==> config.mk <==
export PLATFORM = sky130hd
export DESIGN_NAME = urx_rx_end_flat
export DESIGN_NICKNAME = d
export VERILOG_FILES = /design/src/hw/urx_pkg.sv /design/src/hw/urx_link_if.sv /design/src/hw/urx_rx_end.sv /design/src/flat_wrapper.sv
export SDC_FILE = /design/constraint.sdc
export NUM_CORES = 1
export LEC_CHECK = 0
export ABC_AREA = 1
export BUFFER_PORTS_ARGS = -buffer_cell sky130_fd_sc_hd__buf_2
export CORE_ASPECT_RATIO = 1.25
export CORE_MARGIN = 10
export CORE_UTILIZATION = 63
export DETAILED_ROUTE_END_ITERATION = 8
export PLACE_DENSITY_LB_ADDON = 0.15
export SETUP_SLACK_MARGIN = 0.5
export SYNTH_ARGS = -nofsm -noshare
export SYNTH_HDL_FRONTEND = slang
export SYNTH_SLANG_ARGS = --single-unit
==> constraint.sdc <==
create_clock -name clk -period 4.95 [get_ports clk]
set_clock_uncertainty 0.05 [all_clocks]
set_input_delay 0.99 -clock clk [delete_from_list [all_inputs] [get_ports clk]]
set_output_delay 0.99 -clock clk [all_outputs]
set_load 0.01 [all_outputs]
==> src/hw/urx_pkg.sv <==
// Purpose: shared constants and helpers for the serial receive link
// Assumes: both ends use the same register layout for control fields
// Notes:   sample numbers count from 1 at the first low sample
package urx_pkg;
  // ----------------------------------------------------------------
  // register offsets on the plain register port
  // ----------------------------------------------------------------
  localparam logic [1:0] REG_STATUS = 2'h0;
  localparam logic [1:0] REG_CTRL   = 2'h1;
  localparam logic [1:0] REG_BAUD   = 2'h2;
  localparam logic [1:0] REG_DATA   = 2'h3;

  // ----------------------------------------------------------------
  // field positions
  // ----------------------------------------------------------------
  localparam int ST_RXC   = 7;  // receive complete
  localparam int ST_TXC   = 6;  // transmit complete, write one to clear
  localparam int ST_FE    = 4;
  localparam int ST_DOR   = 3;
  localparam int ST_PE    = 2;
  localparam int ST_DBL   = 1;  // double speed select
  localparam int ST_FILT  = 0;  // address filter mode
  localparam int ST_BUSY  = 0;  // transmitter end
  localparam int ST_DONE  = 1;  // transmitter end, write one to clear
  localparam int CT_SYNC  = 0;
  localparam int CT_PEN   = 1;
  localparam int CT_PODD  = 2;
  localparam int CT_CS    = 3;  // three-bit character size code
  localparam int CT_SFD   = 6;  // receiver: start detect enable
  localparam int CT_STOP2 = 6;  // transmitter: two stop bits
  localparam int CT_SIE   = 7;  // receiver: start irq enable
  localparam int CT_DBL   = 8;  // transmitter: double speed
  localparam int DATA9    = 8;  // ninth bit / address marker

  // ----------------------------------------------------------------
  // reset values and sampling figures
  // ----------------------------------------------------------------
  localparam logic [15:0] CTRL_RST = 16'h0018;  // eight-bit characters
  localparam logic [11:0] BAUD_RST = 12'h000;
  localparam logic [4:0]  S_NORM   = 5'h10;
  localparam logic [4:0]  S_DBL    = 5'h08;
  localparam logic [4:0]  SF_NORM  = 5'h08;
  localparam logic [4:0]  SF_DBL   = 5'h04;
  localparam logic [4:0]  SM_NORM  = 5'h09;
  localparam logic [4:0]  SM_DBL   = 5'h05;
  localparam logic [3:0]  CHAR_MIN = 4'h5;
  localparam logic [3:0]  CHAR_MAX = 4'h9;

  // samples per bit period
  function automatic logic [4:0] samples_per_bit(input logic dbl);
    return dbl ? S_DBL : S_NORM;
  endfunction : samples_per_bit

  // first of the three voting samples
  function automatic logic [4:0] first_vote(input logic dbl);
    return dbl ? SF_DBL : SF_NORM;
  endfunction : first_vote

  // middle voting sample
  function automatic logic [4:0] mid_vote(input logic dbl);
    return dbl ? SM_DBL : SM_NORM;
  endfunction : mid_vote

  // character length from size code, clipped to the longest form
  function automatic logic [3:0] char_len(input logic [2:0] code);
    logic [3:0] n;
    n = CHAR_MIN + {1'b0, code};
    return (n > CHAR_MAX) ? CHAR_MAX : n;
  endfunction : char_len
endpackage : urx_pkg

==> src/hw/urx_link_if.sv <==
// Purpose: serial line between remote transmitter and receiving device
// Assumes: one clock domain on both ends, line idles high
// Notes:   sync_clk only toggles in synchronous mode
`timescale 1ns/100ps
`default_nettype none
interface urx_link_if;
  logic serial_in_pin;  // data line, idle high
  logic sync_clk;       // bit clock in synchronous mode

  modport dev  (input  serial_in_pin, input  sync_clk);
  modport host (output serial_in_pin, output sync_clk);
endinterface : urx_link_if
`default_nettype wire

==> src/hw/urx_rx_end.sv <==
// Purpose: receiver with majority voting, start-of-frame wake and address filter
// Assumes: wake outputs go to a power manager; tx_done comes from a local sender
// Notes:   one-word receive buffer; reading data pops it
// Contract
// oversample 16 normal, 8 double speed
// first vote sample 8 normal, 4 double
// middle vote sample 9 normal, 5 double
// accept five to ten data-plus-parity bits
// far rate within 95.36 to 104.58 percent
// start detector wakes from deep sleep
// falling edge starts oscillator and port clock; in sync mode the code starts them on a bit clock rise with the line low
// works async and sync, only when enabled
// start irq at once when enabled
// otherwise wake cpu at receive complete
// sync rate limits on the far side
// far error within +3.15 / -4.00 percent
// filter drops non-address frames before buffer
// filter mode leaves transmitter alone
// stop bit or ninth bit gives frame type
// type one is address, zero is data
// master sets ninth bit for addresses
// short frames need two stop bits
// address frames set receive complete normally
// filter bit shares transmit complete location
// double speed divides 8 instead of 16
// start rejected when two votes high
// two-flop synchroniser on the serial pin
// wake request holds until frame ends
//
// Chosen here: the register addresses and strobed register access.
`timescale 1ns/100ps
`default_nettype none
module urx_rx_end #(
  parameter int DIV_W = 12
) (
  input  wire logic        clk,
  input  wire logic        reset_n,
  urx_link_if.dev          link,
  input  wire logic [1:0]  addr,
  input  wire logic [15:0] wdata,
  input  wire logic        wr,
  input  wire logic        rd,
  output logic      [15:0] rdata,
  input  wire logic        sleeping,
  input  wire logic        osc_stable,
  input  wire logic        tx_done,
  output logic             osc_enable,
  output logic             port_clk_enable,
  output logic             start_irq,
  output logic             cpu_wake
);
  if (DIV_W < 1 || DIV_W > 12) begin : g_chk
    $error("DIV_W must lie in 1..12");
  end

  typedef enum logic [1:0] {RX_IDLE, RX_ASYNC, RX_SYNC} urx_rx_e;

  urx_rx_e          state;
  logic [15:0]      ctrl;
  logic [DIV_W-1:0] baud;
  logic [DIV_W-1:0] cnt;
  logic             filt, dbl, txc;
  logic             pin_s1, pin_s2, pin_d;
  logic             sck_s1, sck_s2, sck_d;
  logic [4:0]       samp, nsamp, spb, sf, sm;
  logic [3:0]       bit_idx, last_idx, clen;
  logic             v0, v1, maj;
  logic [10:0]      frame_bits;
  logic             frame_done;
  logic             rx_full, fe, dor, pe;
  logic [8:0]       rx_data;
  logic             wake_active;
  logic             fall, rise, start_seen, pop, store;
  logic [8:0]       dmask, data9;
  logic             pbit, stop_bit, ftype, perr;
  logic [15:0]      st;

  assign spb   = urx_pkg::samples_per_bit(dbl);
  assign sf    = urx_pkg::first_vote(dbl);
  assign sm    = urx_pkg::mid_vote(dbl);
  assign nsamp = (samp == spb) ? 5'h01 : samp + 5'h01;
  assign clen  = urx_pkg::char_len(ctrl[urx_pkg::CT_CS +: 3]);
  // five to nine character bits plus optional parity
  assign last_idx = clen + {3'h0, ctrl[urx_pkg::CT_PEN]} + 4'h1;
  assign maj   = (v0 & v1) | (v0 & pin_s2) | (v1 & pin_s2);
  assign pop   = rd && addr == urx_pkg::REG_DATA;

  // ----------------------------------------------------------------
  // pin synchronisers and edge detection
  // ----------------------------------------------------------------
  always_ff @(posedge clk or negedge reset_n) begin
    if (!reset_n) begin
      pin_s1 <= 1'b1;
      pin_s2 <= 1'b1;
      pin_d  <= 1'b1;
      sck_s1 <= 1'b0;
      sck_s2 <= 1'b0;
      sck_d  <= 1'b0;
    end else begin
      pin_s1 <= link.serial_in_pin;
      pin_s2 <= pin_s1;
      pin_d  <= pin_s2;
      sck_s1 <= link.sync_clk;
      sck_s2 <= sck_s1;
      sck_d  <= sck_s2;
    end
  end

  assign fall = pin_d & ~pin_s2;
  assign rise = sck_s2 & ~sck_d;
  // start condition in either mode
  assign start_seen = (state == RX_IDLE) && (ctrl[urx_pkg::CT_SYNC] ?
                      (rise && !pin_s2) : fall);

  // ----------------------------------------------------------------
  // registers
  // ----------------------------------------------------------------
  always_ff @(posedge clk or negedge reset_n) begin
    if (!reset_n) begin
      ctrl <= urx_pkg::CTRL_RST;
      baud <= urx_pkg::BAUD_RST[DIV_W-1:0];
      filt <= 1'b0;
      dbl  <= 1'b0;
    end else if (wr && addr == urx_pkg::REG_CTRL) begin
      ctrl <= wdata;
    end else if (wr && addr == urx_pkg::REG_BAUD) begin
      baud <= wdata[DIV_W-1:0];
    end else if (wr && addr == urx_pkg::REG_STATUS) begin
      filt <= wdata[urx_pkg::ST_FILT];
      dbl  <= wdata[urx_pkg::ST_DBL];
    end
  end

  // transmit complete shares the status word; the filter never touches it
  always_ff @(posedge clk or negedge reset_n) begin
    if (!reset_n) begin
      txc <= 1'b0;
    end else if (tx_done) begin
      txc <= 1'b1;
    end else if (wr && addr == urx_pkg::REG_STATUS && wdata[urx_pkg::ST_TXC]) begin
      txc <= 1'b0;
    end
  end

  // ----------------------------------------------------------------
  // frame receiver
  // ----------------------------------------------------------------
  always_ff @(posedge clk or negedge reset_n) begin
    if (!reset_n) begin
      state      <= RX_IDLE;
      cnt        <= '0;
      samp       <= 5'h01;
      bit_idx    <= 4'h0;
      v0         <= 1'b1;
      v1         <= 1'b1;
      frame_bits <= 11'h7FF;
      frame_done <= 1'b0;
    end else begin
      frame_done <= 1'b0;
      unique case (state)
        RX_IDLE: begin
          if (start_seen && ctrl[urx_pkg::CT_SYNC]) begin
            state   <= RX_SYNC;
            bit_idx <= 4'h1;
          end else if (start_seen) begin
            state   <= RX_ASYNC;
            samp    <= 5'h01;  // first low sample
            cnt     <= baud;
            bit_idx <= 4'h0;
          end
        end
        RX_ASYNC: begin
          if (cnt != '0) begin
            cnt <= cnt - 1'b1;
          end else begin
            cnt  <= baud;
            samp <= nsamp;
            if (nsamp == sf) begin
              v0 <= pin_s2;
            end
            if (nsamp == sm) begin
              v1 <= pin_s2;
            end
            if (nsamp == sf + 5'h02) begin
              if (bit_idx == 4'h0 && maj) begin
                state <= RX_IDLE;
              end else if (bit_idx != 4'h0) begin
                frame_bits[bit_idx - 4'h1] <= maj;
                if (bit_idx == last_idx) begin
                  state      <= RX_IDLE;  // next start may follow at once
                  frame_done <= 1'b1;
                end
              end
            end
            if (nsamp == 5'h01) begin
              bit_idx <= bit_idx + 4'h1;
            end
          end
        end
        RX_SYNC: begin
          if (rise) begin
            frame_bits[bit_idx - 4'h1] <= pin_s2;
            if (bit_idx == last_idx) begin
              state      <= RX_IDLE;
              frame_done <= 1'b1;
            end else begin
              bit_idx <= bit_idx + 4'h1;
            end
          end
        end
        default: state <= RX_IDLE;
      endcase
    end
  end

  // frame decode: data, parity check and frame type
  always_comb begin
    dmask    = 9'h1FF >> (4'h9 - clen);
    data9    = frame_bits[8:0] & dmask;
    pbit     = frame_bits[clen];
    stop_bit = frame_bits[clen + {3'h0, ctrl[urx_pkg::CT_PEN]}];
    perr     = ctrl[urx_pkg::CT_PEN] & (^data9 ^ pbit ^ ctrl[urx_pkg::CT_PODD]);
    ftype    = (clen == urx_pkg::CHAR_MAX) ? data9[urx_pkg::DATA9] : stop_bit;
    // data frames are dropped while the filter is on
    store    = frame_done && (!filt || ftype);
  end

  // ----------------------------------------------------------------
  // receive buffer and its flags
  // ----------------------------------------------------------------
  always_ff @(posedge clk or negedge reset_n) begin
    if (!reset_n) begin
      rx_full <= 1'b0;
      rx_data <= 9'h000;
      fe      <= 1'b0;
      pe      <= 1'b0;
      dor     <= 1'b0;
    end else if (store && (!rx_full || pop)) begin
      rx_full <= 1'b1;
      rx_data <= data9;
      fe      <= ~stop_bit;
      pe      <= perr;
      dor     <= 1'b0;
    end else if (store) begin
      dor <= 1'b1;  // buffer full, new frame lost
    end else if (pop) begin
      rx_full <= 1'b0;
    end
  end

  // ----------------------------------------------------------------
  // start-of-frame wake and interrupt requests
  // ----------------------------------------------------------------
  always_ff @(posedge clk or negedge reset_n) begin
    if (!reset_n) begin
      wake_active <= 1'b0;
      start_irq   <= 1'b0;
      cpu_wake    <= 1'b0;
    end else begin
      if (sleeping && ctrl[urx_pkg::CT_SFD] && start_seen) begin
        wake_active <= 1'b1;
      end else if (frame_done || (state == RX_IDLE && (osc_stable || !sleeping))) begin
        wake_active <= 1'b0;
      end
      start_irq <= ctrl[urx_pkg::CT_SFD] && ctrl[urx_pkg::CT_SIE] && start_seen;
      cpu_wake  <= sleeping && (ctrl[urx_pkg::CT_SIE] ?
                   (ctrl[urx_pkg::CT_SFD] && start_seen) : store);
    end
  end

  assign osc_enable      = wake_active;
  assign port_clk_enable = wake_active;

  // status word layout
  always_comb begin
    st                  = 16'h0000;
    st[urx_pkg::ST_RXC]  = rx_full;
    st[urx_pkg::ST_TXC]  = txc;
    st[urx_pkg::ST_FE]   = fe;
    st[urx_pkg::ST_DOR]  = dor;
    st[urx_pkg::ST_PE]   = pe;
    st[urx_pkg::ST_DBL]  = dbl;
    st[urx_pkg::ST_FILT] = filt;
  end

  // read data one cycle after the strobe, zero otherwise
  always_ff @(posedge clk or negedge reset_n) begin
    if (!reset_n) begin
      rdata <= 16'h0000;
    end else if (!rd) begin
      rdata <= 16'h0000;
    end else begin
      unique case (addr)
        urx_pkg::REG_STATUS: rdata <= st;
        urx_pkg::REG_CTRL:   rdata <= ctrl;
        urx_pkg::REG_BAUD:   rdata <= {{(16-DIV_W){1'b0}}, baud};
        urx_pkg::REG_DATA:   rdata <= {7'h00, rx_data};
      endcase
    end
  end
endmodule : urx_rx_end
`default_nettype wire

==> src/flat_wrapper.sv <==
// flat-port wrapper written by rule: the top's interface ports become plain ports
module urx_rx_end_flat 
#(
  parameter int DIV_W = 12
)
  (clk, reset_n, addr, wdata, wr, rd, rdata, sleeping, osc_stable, tx_done, osc_enable, port_clk_enable, start_irq, cpu_wake, link_serial_in_pin, link_sync_clk);
  urx_link_if link_i ();
  input  wire logic clk;
  input  wire logic reset_n;
  input  wire logic [1:0] addr;
  input  wire logic [15:0] wdata;
  input  wire logic wr;
  input  wire logic rd;
  output logic      [15:0] rdata;
  input  wire logic sleeping;
  input  wire logic osc_stable;
  input  wire logic tx_done;
  output logic osc_enable;
  output logic port_clk_enable;
  output logic start_irq;
  output logic cpu_wake;
  input wire logic [$bits(link_i.serial_in_pin)-1:0] link_serial_in_pin;
  input wire logic [$bits(link_i.sync_clk)-1:0] link_sync_clk;
  assign link_i.serial_in_pin = link_serial_in_pin;
  assign link_i.sync_clk = link_sync_clk;
  urx_rx_end #(.DIV_W(DIV_W)) u_core (.clk(clk), .reset_n(reset_n), .link(link_i), .addr(addr), .wdata(wdata), .wr(wr), .rd(rd), .rdata(rdata), .sleeping(sleeping), .osc_stable(osc_stable), .tx_done(tx_done), .osc_enable(osc_enable), .port_clk_enable(port_clk_enable), .start_irq(start_irq), .cpu_wake(cpu_wake));
endmodule
---- After elaboration in Yosys (flattened, before gate mapping) ----
Index checks and enable logic that the tools add are counted.
word-level totals
  register bits after elaboration ......... 106
  word-level logic and storage cells ...... 198
  output and inout bits ................... 20
  input bits .............................. 27
operators by class
  add/subtract/negate cells ............... 9
  magnitude comparators ................... 5
  reductions and logical operators ........ 50
  bitwise gates (word level) .............. 17
  eq/ne operators ......................... 24
  shift operators ......................... 1
  mux-type cells .......................... 64
operator list
  operator                 count
  $pmux W16 S4             1
  $mux W11                 5
  $mux W12                 3
  $mux W4                  9
  $mux W5                  5
  $pmux W12 S2             1
  $bwmux W11               2
  $pmux W11 S2             1
  $mux W1                  21
  $eq A5 B5 Y1             4
  $logic_and A1 B1 Y1      19
  $mux W16                 1
  $mux W2                  8
  $lt A4 B5 Y1 const B     3
  $pmux W4 S3              1
  $reduce_and A3 Y1        4
  $reduce_and A6 Y1        2
  $reduce_bool A12 Y1      1
  $reduce_bool A2 Y1       6
  $sub A12 B1 Y12 const B  1
  $ne A2 B1 Y1 const B     5
  $ne A2 B2 Y1 const B     5
  $pmux W5 S2              1
  $and A9 B9 Y9            1
  other kinds (34)         60

---- Longest topological paths before layout ----
Gate-level depths: netlist of the first run.
  word-level depth ........................ 12
  depth in mapped cells ................... 24
  mapped depth without buffers ............ 23

---- Worst setup path before layout of the first run ----
No wires, ideal clock.
  path kind ............................... register -> register
  from .................................... register u_core.ctrl[3]
  to ...................................... register u_core.bit_idx[0]
  setup time .............................. 0.129 ns
  slack ................................... 2.019 ns
  period minus slack after synthesis ...... 2.931 ns
  path buffers ............................ 1
  arrival time ............................ 2.752 ns
  stages on the path, launching flop included .. 16
  required time ........................... 4.771 ns
  cells stage by stage .................... dfstp_2 -> buf_2 -> inv_1 -> ha_1 -> nand2_1 -> nand2_2 -> nand3_4 -> ha_1 -> ha_1 -> ha_1 -> xor2_1 -> xor2_1 -> and3_1 -> nand2_2 -> o211ai_4 -> o21ai_0
on the way
  word-level cells in the longest chain between the ends .. 8
ends and longest elaborated chain
  item                                    RTL line           source
  start: declaration                      urx_rx_end.sv:59   logic [15:0] ctrl;
  start signal: assignment                urx_rx_end.sv:120  ctrl <= urx_pkg::CTRL_RST;
  start signal: assignment                urx_rx_end.sv:125  ctrl <= wdata;
  $add A3 B3 Y4 (*)                       urx_pkg.sv:67      n = CHAR_MIN + {1'b0, code};
  $gt A4 B4 Y1                            urx_pkg.sv:68      return (n > CHAR_MAX) ? CHAR_MAX : n;
  $mux W4 (*)                             urx_pkg.sv:68
  $add A4 B1 Y4 (*) (2 in series)         urx_rx_end.sv:84   assign last_idx = clen + {3'h0, ctrl[urx_pkg::CT_PEN]} + 4'h1;
  $eq A4 B4 Y1 (*)                        urx_rx_end.sv:203  if (bit_idx == last_idx) begin
  $ne A2 B2 Y1 (no source line) (*)       n/a
  $reduce_and A6 Y1 (no source line) (*)  n/a
  end signal: assignment                  urx_rx_end.sv:196  bit_idx <= bit_idx + 4'h1;
  end signal: assignment                  urx_rx_end.sv:207  bit_idx <= bit_idx + 4'h1;
  end: declaration                        urx_rx_end.sv:66   logic [3:0] bit_idx, last_idx, clen;
Every way passes the cells marked *; elsewhere a longest branch is shown, timed or not.
A chain may end at the register's enable or synchronous reset.

---- Worst setup path in the final report of the first run ----
  from .................................... register u_core.ctrl[3]
  to ...................................... register u_core.fe
on the way
  word-level cells in the longest chain between the ends .. 10
  elaborated cells on any way between the ends .. 15
  those cells by class .................... add/sub: 3; order compare: 1; eq/ne: 1; shift: 1; mux: 4; bitwise: 2; reduce/logical: 3
ends and longest elaborated chain
  item                                                            RTL line                              source
  $add A3 B3 Y4 (*)                                               urx_pkg.sv:67
  $gt A4 B4 Y1                                                    urx_pkg.sv:68
  $mux W4 (*)                                                     urx_pkg.sv:68
  $add A4 B1 Y4 or $sub A4 B4 Y4 (tied branches)                  urx_rx_end.sv:221, urx_rx_end.sv:218
  $bmux W1 S4 or $shr A9 B4 Y9 (tied branches)                    urx_rx_end.sv:221, urx_rx_end.sv:218
  $mux W1 (not written as such) or $and A9 B9 Y9 (tied branches)  urx_rx_end.sv:221, urx_rx_end.sv:219
  $mux W1                                                         urx_rx_end.sv:223                     ftype = (clen == urx_pkg::CHAR_MAX) ? data9[urx_pkg::DATA9] : stop_bit;
  $logic_or A1 B1 Y1                                              urx_rx_end.sv:225                     store = frame_done && (!filt || ftype);
  $logic_and A1 B1 Y1                                             urx_rx_end.sv:225
  $logic_and A1 B1 Y1                                             urx_rx_end.sv:238                     end else if (store && (!rx_full || pop)) begin
  end signal: assignment                                          urx_rx_end.sv:241                     fe <= ~stop_bit;
  end: declaration                                                urx_rx_end.sv:70                      logic rx_full, fe, dor, pe;
Every way passes the cells marked *; elsewhere a longest branch is shown, timed or not. The select of a mux whose other input is x is not followed.

==> flow_summary.yaml, run 1 <==
run_status:
  outcome: "finished, final reports clean"
synth:
  yosysSeqAreaShare_pct: 43.3
  synth_area_leaders: "dfrtp_1, nand2_1, dfstp_2"
  yosysUniqueCellTypes: 52
  ys_warn_count: 0
  synth_edf_count: 0
  synth_seq_cells: 106
  ys.flop_type: "dfrtp_1"
  synth_common_cells: "nand2_1, inv_1, dfrtp_1"
  async_flop_share_pct: 100
  synth_nets: 831
  netlist_instances: 780
  synth_area_sq_um: 6180
  yosys.area.top_type: "dfrtp_1"
  syn_area_per_cell_sq_um: 7.93
  yosysTopAreaCellShare_pct: 35.2
  yosys.cell_count.top_type: "nand2_1"
worst_setup_path:
  crit_slowest_cell: "dfstp_2"
  worstSetupStartpoint: "u_core.ctrl[3]$_DFFE_PN1P_"
  worstPathRequired_ns: 5.17
  r2r_setup_slack_ns: 1.44
  criticalPathCategory: "flip-flop to flip-flop"
  path_buf_inv: 2
  cp_cell_sequence: "ha_1 -> nor2_4 -> nand2_4 -> nand3_4 -> ha_1 -> ha_1 -> inv_1 -> a21oi_1 -> a22oi_1 -> nand2_1 -> nand3_1 -> nand3_1 -> o211ai_2 -> nand3_2 -> inv_1 -> nand2_1 -> o21ai_0"
  crit_path_start_kind: "flip-flop"
  crit_fanout: 21
  critPathCapture: "u_core.fe$_DFFE_PN0P_"
  worst-r2r-cell-count: 17
  path_depth: 17
  worstPathArrival_ns: 3.73
  path_delay_family: "simple AND/OR/NAND/NOR gates"
  r2r_end: "u_core.fe$_DFFE_PN0P_"
  cp_common_cell: "ha_1"
  critPathMaxStageDelay_ns: 0.69
  end_kind: "flip-flop"
  r2r_start: "u_core.ctrl[3]$_DFFE_PN1P_"
layout:
  ff_latch_area_sq_um: 2680
  layout-drive-gt1-share_pct: 14.1
  multi_input_area_sq_um: 3000
  n_antenna_cell: 0
  fill_cells: 791
  fin_nets: 868
  fin_cells: 948
  area_delta_synth_final_pct: 9.99
drt:
  drc: 0
  drtIter0Drc: 431
  drt-pass1-iter-count: 5
  drtAntennaViolNets: 0
  drt-vias-per-instance: 5.72
  drt_wl_total_mm: 15.1
  vias: 5425
  wl_per_cell_microns: 16.0
sta:
  maxSlewHeadroom_pct: 32.5
  slew_violations: 0
  worst_pin_slew_ns: 1.01
  fmax_mhz: 285
  tns_ns: 0
  setup_viol: 0
  rsz0062_at_grt: "no"
  hold_violations: 0
  layout_min_cycle_time_ns: 3.51
  fin_crit_sh_pct: 70.9
run:
  cap_violations: 0
clock_tree:
  ctsResizeCount: 0
  cts_max_level: 3
  postCtsSetupBuffers: 0
  cts_buffers: 9
  cts_tree: "yes"
  clk_path_buf_depth: 2
  hold_buffers: 0
  clkSinkCount: 106
  clk_pin_slew_worst_paths_ns: 0.07
  cts_root_buf: "clkbuf_16"
  clock_latency_ns: 0.36
floorplan:
  rows: 40
  ioPinCount: 47
  core_area_sq_um: 9610
  dieArea_sq_um: 14200
  die_x_microns: 109
  start_util_pct: 64.4
  die_h_microns: 131
global_route:
  gr-total-overflow: 0
  grt_pass1_vias: 5122
  busiest_layer: "met2"
  antenna_found_initial: 0
  grt_pass1_wl_mm: 25.2
  grt_max_degree: 83
  global_route.usage.met3_pct: 4.36
  grt_usage_pct: 22.2
  met1_usage_pct: 27.3
  use_met2_pct: 38.1
power:
  p_leak_nw: 3.30
  finalPower_mw: 3.14
  peakVddDrop_v: 0.000323
  p_per_area_nw_per_um2: 461
placement:
  placedCellCount: 932
  numPortBuffers: 46
  dp_hpwl_mm: 11.2
  place.gp.congestion: 0.975
hold_path:
  hp-class: "flip-flop to flip-flop"
==> flip-flops by register name, indices dropped and copies added (netlist names), 2 cells and up <==
signal and count:
u_core.baud 12, u_core.bit_idx 4, u_core.samp 5, u_core.state 2, u_core.frame_bits 11, u_core.rx_data 9, u_core.cnt 12, u_core.rdata 16
u_core.ctrl 16
==> report_power, final <==
| group | leakage, nW | switching (mW) | internal, mW |
|---|---|---|---|
| combinational | 1.83 | 0.822 | 0.409 |
| clock | 0.157 | 0.327 | 0.445 |
| sequential | 1.31 | 0.132 | 1.00 |
| total | 3.30 | 1.28 | 1.85 |
==> metrics by stage <==
stage	utilization, %	setup slack, ns	cell area (sq um)	hold WS [ns]
after floorplan	-	2.02	6180	0.281
after global placement	67.5	1.71	6480	0.296
after detailed placement	67.5	1.50	6480	0.288
after CTS	70.8	1.46	6800	0.312
after global routing	70.8	1.11	6800	0.316
final	70.8	1.44	6800	0.310
==> area by class of cell <==
cell class	instances	share of cell area, %
Inverter	106	5.85
Tap cell	126	2.32
Timing Repair Buffer	49	3.75
Multi-Input combinational cell	545	44.0
Clock buffer	10	3.37
Clock inverter	6	1.34
Sequential cell	106	39.3
==> how the worst min path moves through the flow <==
| stage | from | endpoint | slack [ns] | cells past startpoint |
|---|---|---|---|---|
| floorplan | u_core.sck_s1$_DFF_PN0_ | u_core.sck_s2$_DFF_PN0_ | 0.28 | 0 |
| global placement | u_core.sck_s1$_DFF_PN0_ | u_core.sck_s2$_DFF_PN0_ | 0.30 | 0 |
| detailed placement | u_core.sck_s1$_DFF_PN0_ | u_core.sck_s2$_DFF_PN0_ | 0.29 | 0 |
| CTS | u_core.pin_s1$_DFF_PN1_ | u_core.pin_s2$_DFF_PN1_ | 0.31 | 0 |
| global route | u_core.sck_s1$_DFF_PN0_ | u_core.sck_s2$_DFF_PN0_ | 0.32 | 0 |
| finish | u_core.pin_s1$_DFF_PN1_ | u_core.pin_s2$_DFF_PN1_ | 0.31 | 0 |
==> routing by layer <==
layer	up-vias	part of all wire, %
li1	2629	-
met1	2561	40
met4	0	2.8
met5	-	0
met2	202	51
met3	33	6.2
==> cell usage in the layout, fill, tap and decap left out, drive strengths merged, types with 8 or more instances in the layout <==
cell type	n
nor2	58
buf	49
a21oi	31
dfrtp	87
nand3	75
clkbuf	10
inv	106
nand2	184
ha	24
a221oi	10
o21ai	84
dfstp	19
and2	8
xor2	14
nand4	10
xnor2	8
==> kinds of logic after synthesis <==
family | share of synthesized area (%)
flops | 43.3
compound gates | 14.1
buf+inv | 8.29
xor+xnor | 3.66
simple gates | 25.8
fa+ha+maj | 4.86
(Power assumes the default switching activity.)
==> inputs of run 2 (changes only) <==
- CORE_UTILIZATION: 63 -> 61
- clock period: 4.95 -> 3.3 ns (I/O delays scaled with it)
==> run 2 against run 1 <==
Net effect:
- critical path depth fell by 3
- global-route usage rose by 0.080 points
- routed wire length rose by 8.0%
- setup slack got worse by 0.98 ns
- sequential share of layout area fell by 1.8 points
- largest power group unchanged
- highest routed layer unchanged
==> flow_summary.yaml, run 2 (synthesis gave the netlist of run 1 again) <==
layout:
  fin_nets: 892
  n_antenna_cell: 0
  top_regs: "u_core.ctrl (16), u_core.rdata (16)"
  final_common_cell: "nand2_1"
  area_delta_synth_final_pct: 15.3
  fill_cells: 770
  final_core_util_pct: 71.3
  layout-drive-gt1-share_pct: 19.2
  final_cell_mix: "nand2_1, inv_1, dfrtp_1"
  fin_area_sq_um: 7130
  fin_cells: 974
worst_setup_path:
  worst-r2r-cell-count: 14
  worstPathArrival_ns: 3.06
  worstPathRequired_ns: 3.52
  crit_path_start_kind: "flip-flop"
  criticalPathCategory: "flip-flop to flip-flop"
  crit_fanout: 8
  end_kind: "flip-flop"
power:
  finalPower_mw: 4.80
  peakVddDrop_v: 0.000467
  p_per_area_nw_per_um2: 673
  p_leak_nw: 3.40
sta:
  maxSlewHeadroom_pct: 12.7
  worst_pin_slew_ns: 1.30
  setup_viol: 0
  whs_ns: 0.309
  hold_violations: 0
  layout_setup_ws_ns: 0.461
  rsz0062_at_grt: "yes"
  slew_violations: 0
  fmax_mhz: 352
  fin_crit_sh_pct: 86.0
  layout_min_cycle_time_ns: 2.84
  tns_ns: 0
floorplan:
  rows: 41
  core_area_sq_um: 10000
  die_h_microns: 133
  start_util_pct: 61.8
  dieArea_sq_um: 14600
  ioPinCount: 47
  die_x_microns: 110
placement:
  place.gp.congestion: 0.909
  placedCellCount: 940
  dp_hpwl_mm: 11.7
  post_dp_cell_area_sq_um: 6540
  dp_slack_ns: 0.0345
  numPortBuffers: 46
drt:
  vias: 5732
  drtIter0Drc: 502
  drt_wl_total_mm: 16.3
  drt-vias-per-instance: 5.89
  drt-pass1-iter-count: 5
  wl_per_cell_microns: 16.8
  drtAntennaViolNets: 0
  drc: 0
clock_tree:
  clk_pin_slew_worst_paths_ns: 0.07
  clkSinkCount: 106
  cts_root_buf: "clkbuf_16"
  cts_tree: "yes"
  cts_max_level: 3
  clock_latency_ns: 0.35
  clk_path_buf_depth: 2
  cts_buffers: 9
  hold_buffers: 0
hold_path:
  hp-class: "flip-flop to flip-flop"
  hold_depth: 0
global_route:
  gr-total-overflow: 0
  grt_pass1_wl_mm: 26.6
  antenna_found_initial: 0
  grt_pass1_vias: 5589
  grt_max_degree: 75
  grt_usage_pct: 22.3
run_status:
  outcome: "finished, final reports clean"
run:
  cap_violations: 0
run 2: cell types whose count changed in the layout (fill, tap and decap cells not counted), moves of 4 or more:
cell | previous run | this run
buf_4 | 4 | 24
inv_2 | 5 | 9
ha_4 | 0 | 6
nand3_4 | 1 | 5
inv_1 | 101 | 96
ha_1 | 24 | 17
run 2: what timing repair did:
action	CTS	global route
pin swaps	10	11
cloned	2	1
buffers inserted	8	8
gates resized for setup	17	24
setup endpoints to repair	21	31
run 2: area by class of cell:
type | instances | area [sq um] | area share (%)
Sequential cell | 106 | 2680 | 37.5
Inverter | 106 | 400 | 5.61
Tap cell | 129 | 161 | 2.26
Clock buffer | 13 | 240 | 3.37
Multi-Input combinational cell | 548 | 3220 | 45.2
Clock inverter | 2 | 13.8 | 0.193
Timing Repair Buffer | 70 | 417 | 5.84
run 2: critical path, stage by stage, from the launching register on:
cell and delay [ns]:
dfstp_2 0.60, ha_4 0.18, nor2_4 0.04, nand2_4 0.13, nand3_4 0.10, ha_4 0.18
ha_4 0.30, ha_4 0.14, xor2_2 0.15, xor2_1 0.16, and3_1 0.18, nand2_2 0.09
o211ai_4 0.29, nand2_1 0.10, o21ai_1 0.09
run 2: where the power goes:
group          switching [mW]  internal, mW
Clock                   0.469         0.511
Sequential              0.206          1.50
Combinational            1.36         0.757
Total                    2.03          2.77
run 2: final timing paths:
kind | start | endpoint | slack [ns]
min in group asynchronous | reset_n | u_core.cnt[10]$_DFFE_PN0P_ | 0.39
setup reg to reg | u_core.ctrl[3]$_DFFE_PN1P_ | u_core.bit_idx[1]$_DFFE_PN0P_ | 0.46
setup / recovery | u_core.ctrl[3]$_DFFE_PN1P_ | u_core.bit_idx[1]$_DFFE_PN0P_ | 0.46
hold reg to reg | u_core.pin_s1$_DFF_PN1_ | u_core.pin_s2$_DFF_PN1_ | 0.31
hold / removal | u_core.pin_s1$_DFF_PN1_ | u_core.pin_s2$_DFF_PN1_ | 0.31
max in group asynchronous | reset_n | u_core.rx_data[0]$_DFFE_PN0P_ | 1.96
run 2: metal layers:
metal  wire length (microns)  up-vias  global-route usage (%)  part of all wire (%)
met1                    6170     2754                    26.3                    38
li1                        -     2673                       -                     -
met3                    1250       66                    4.42                   7.6
met2                    8270      239                    38.3                    51
met4                     652        0                    8.70                   4.0
met5                       0        -                       0                     0
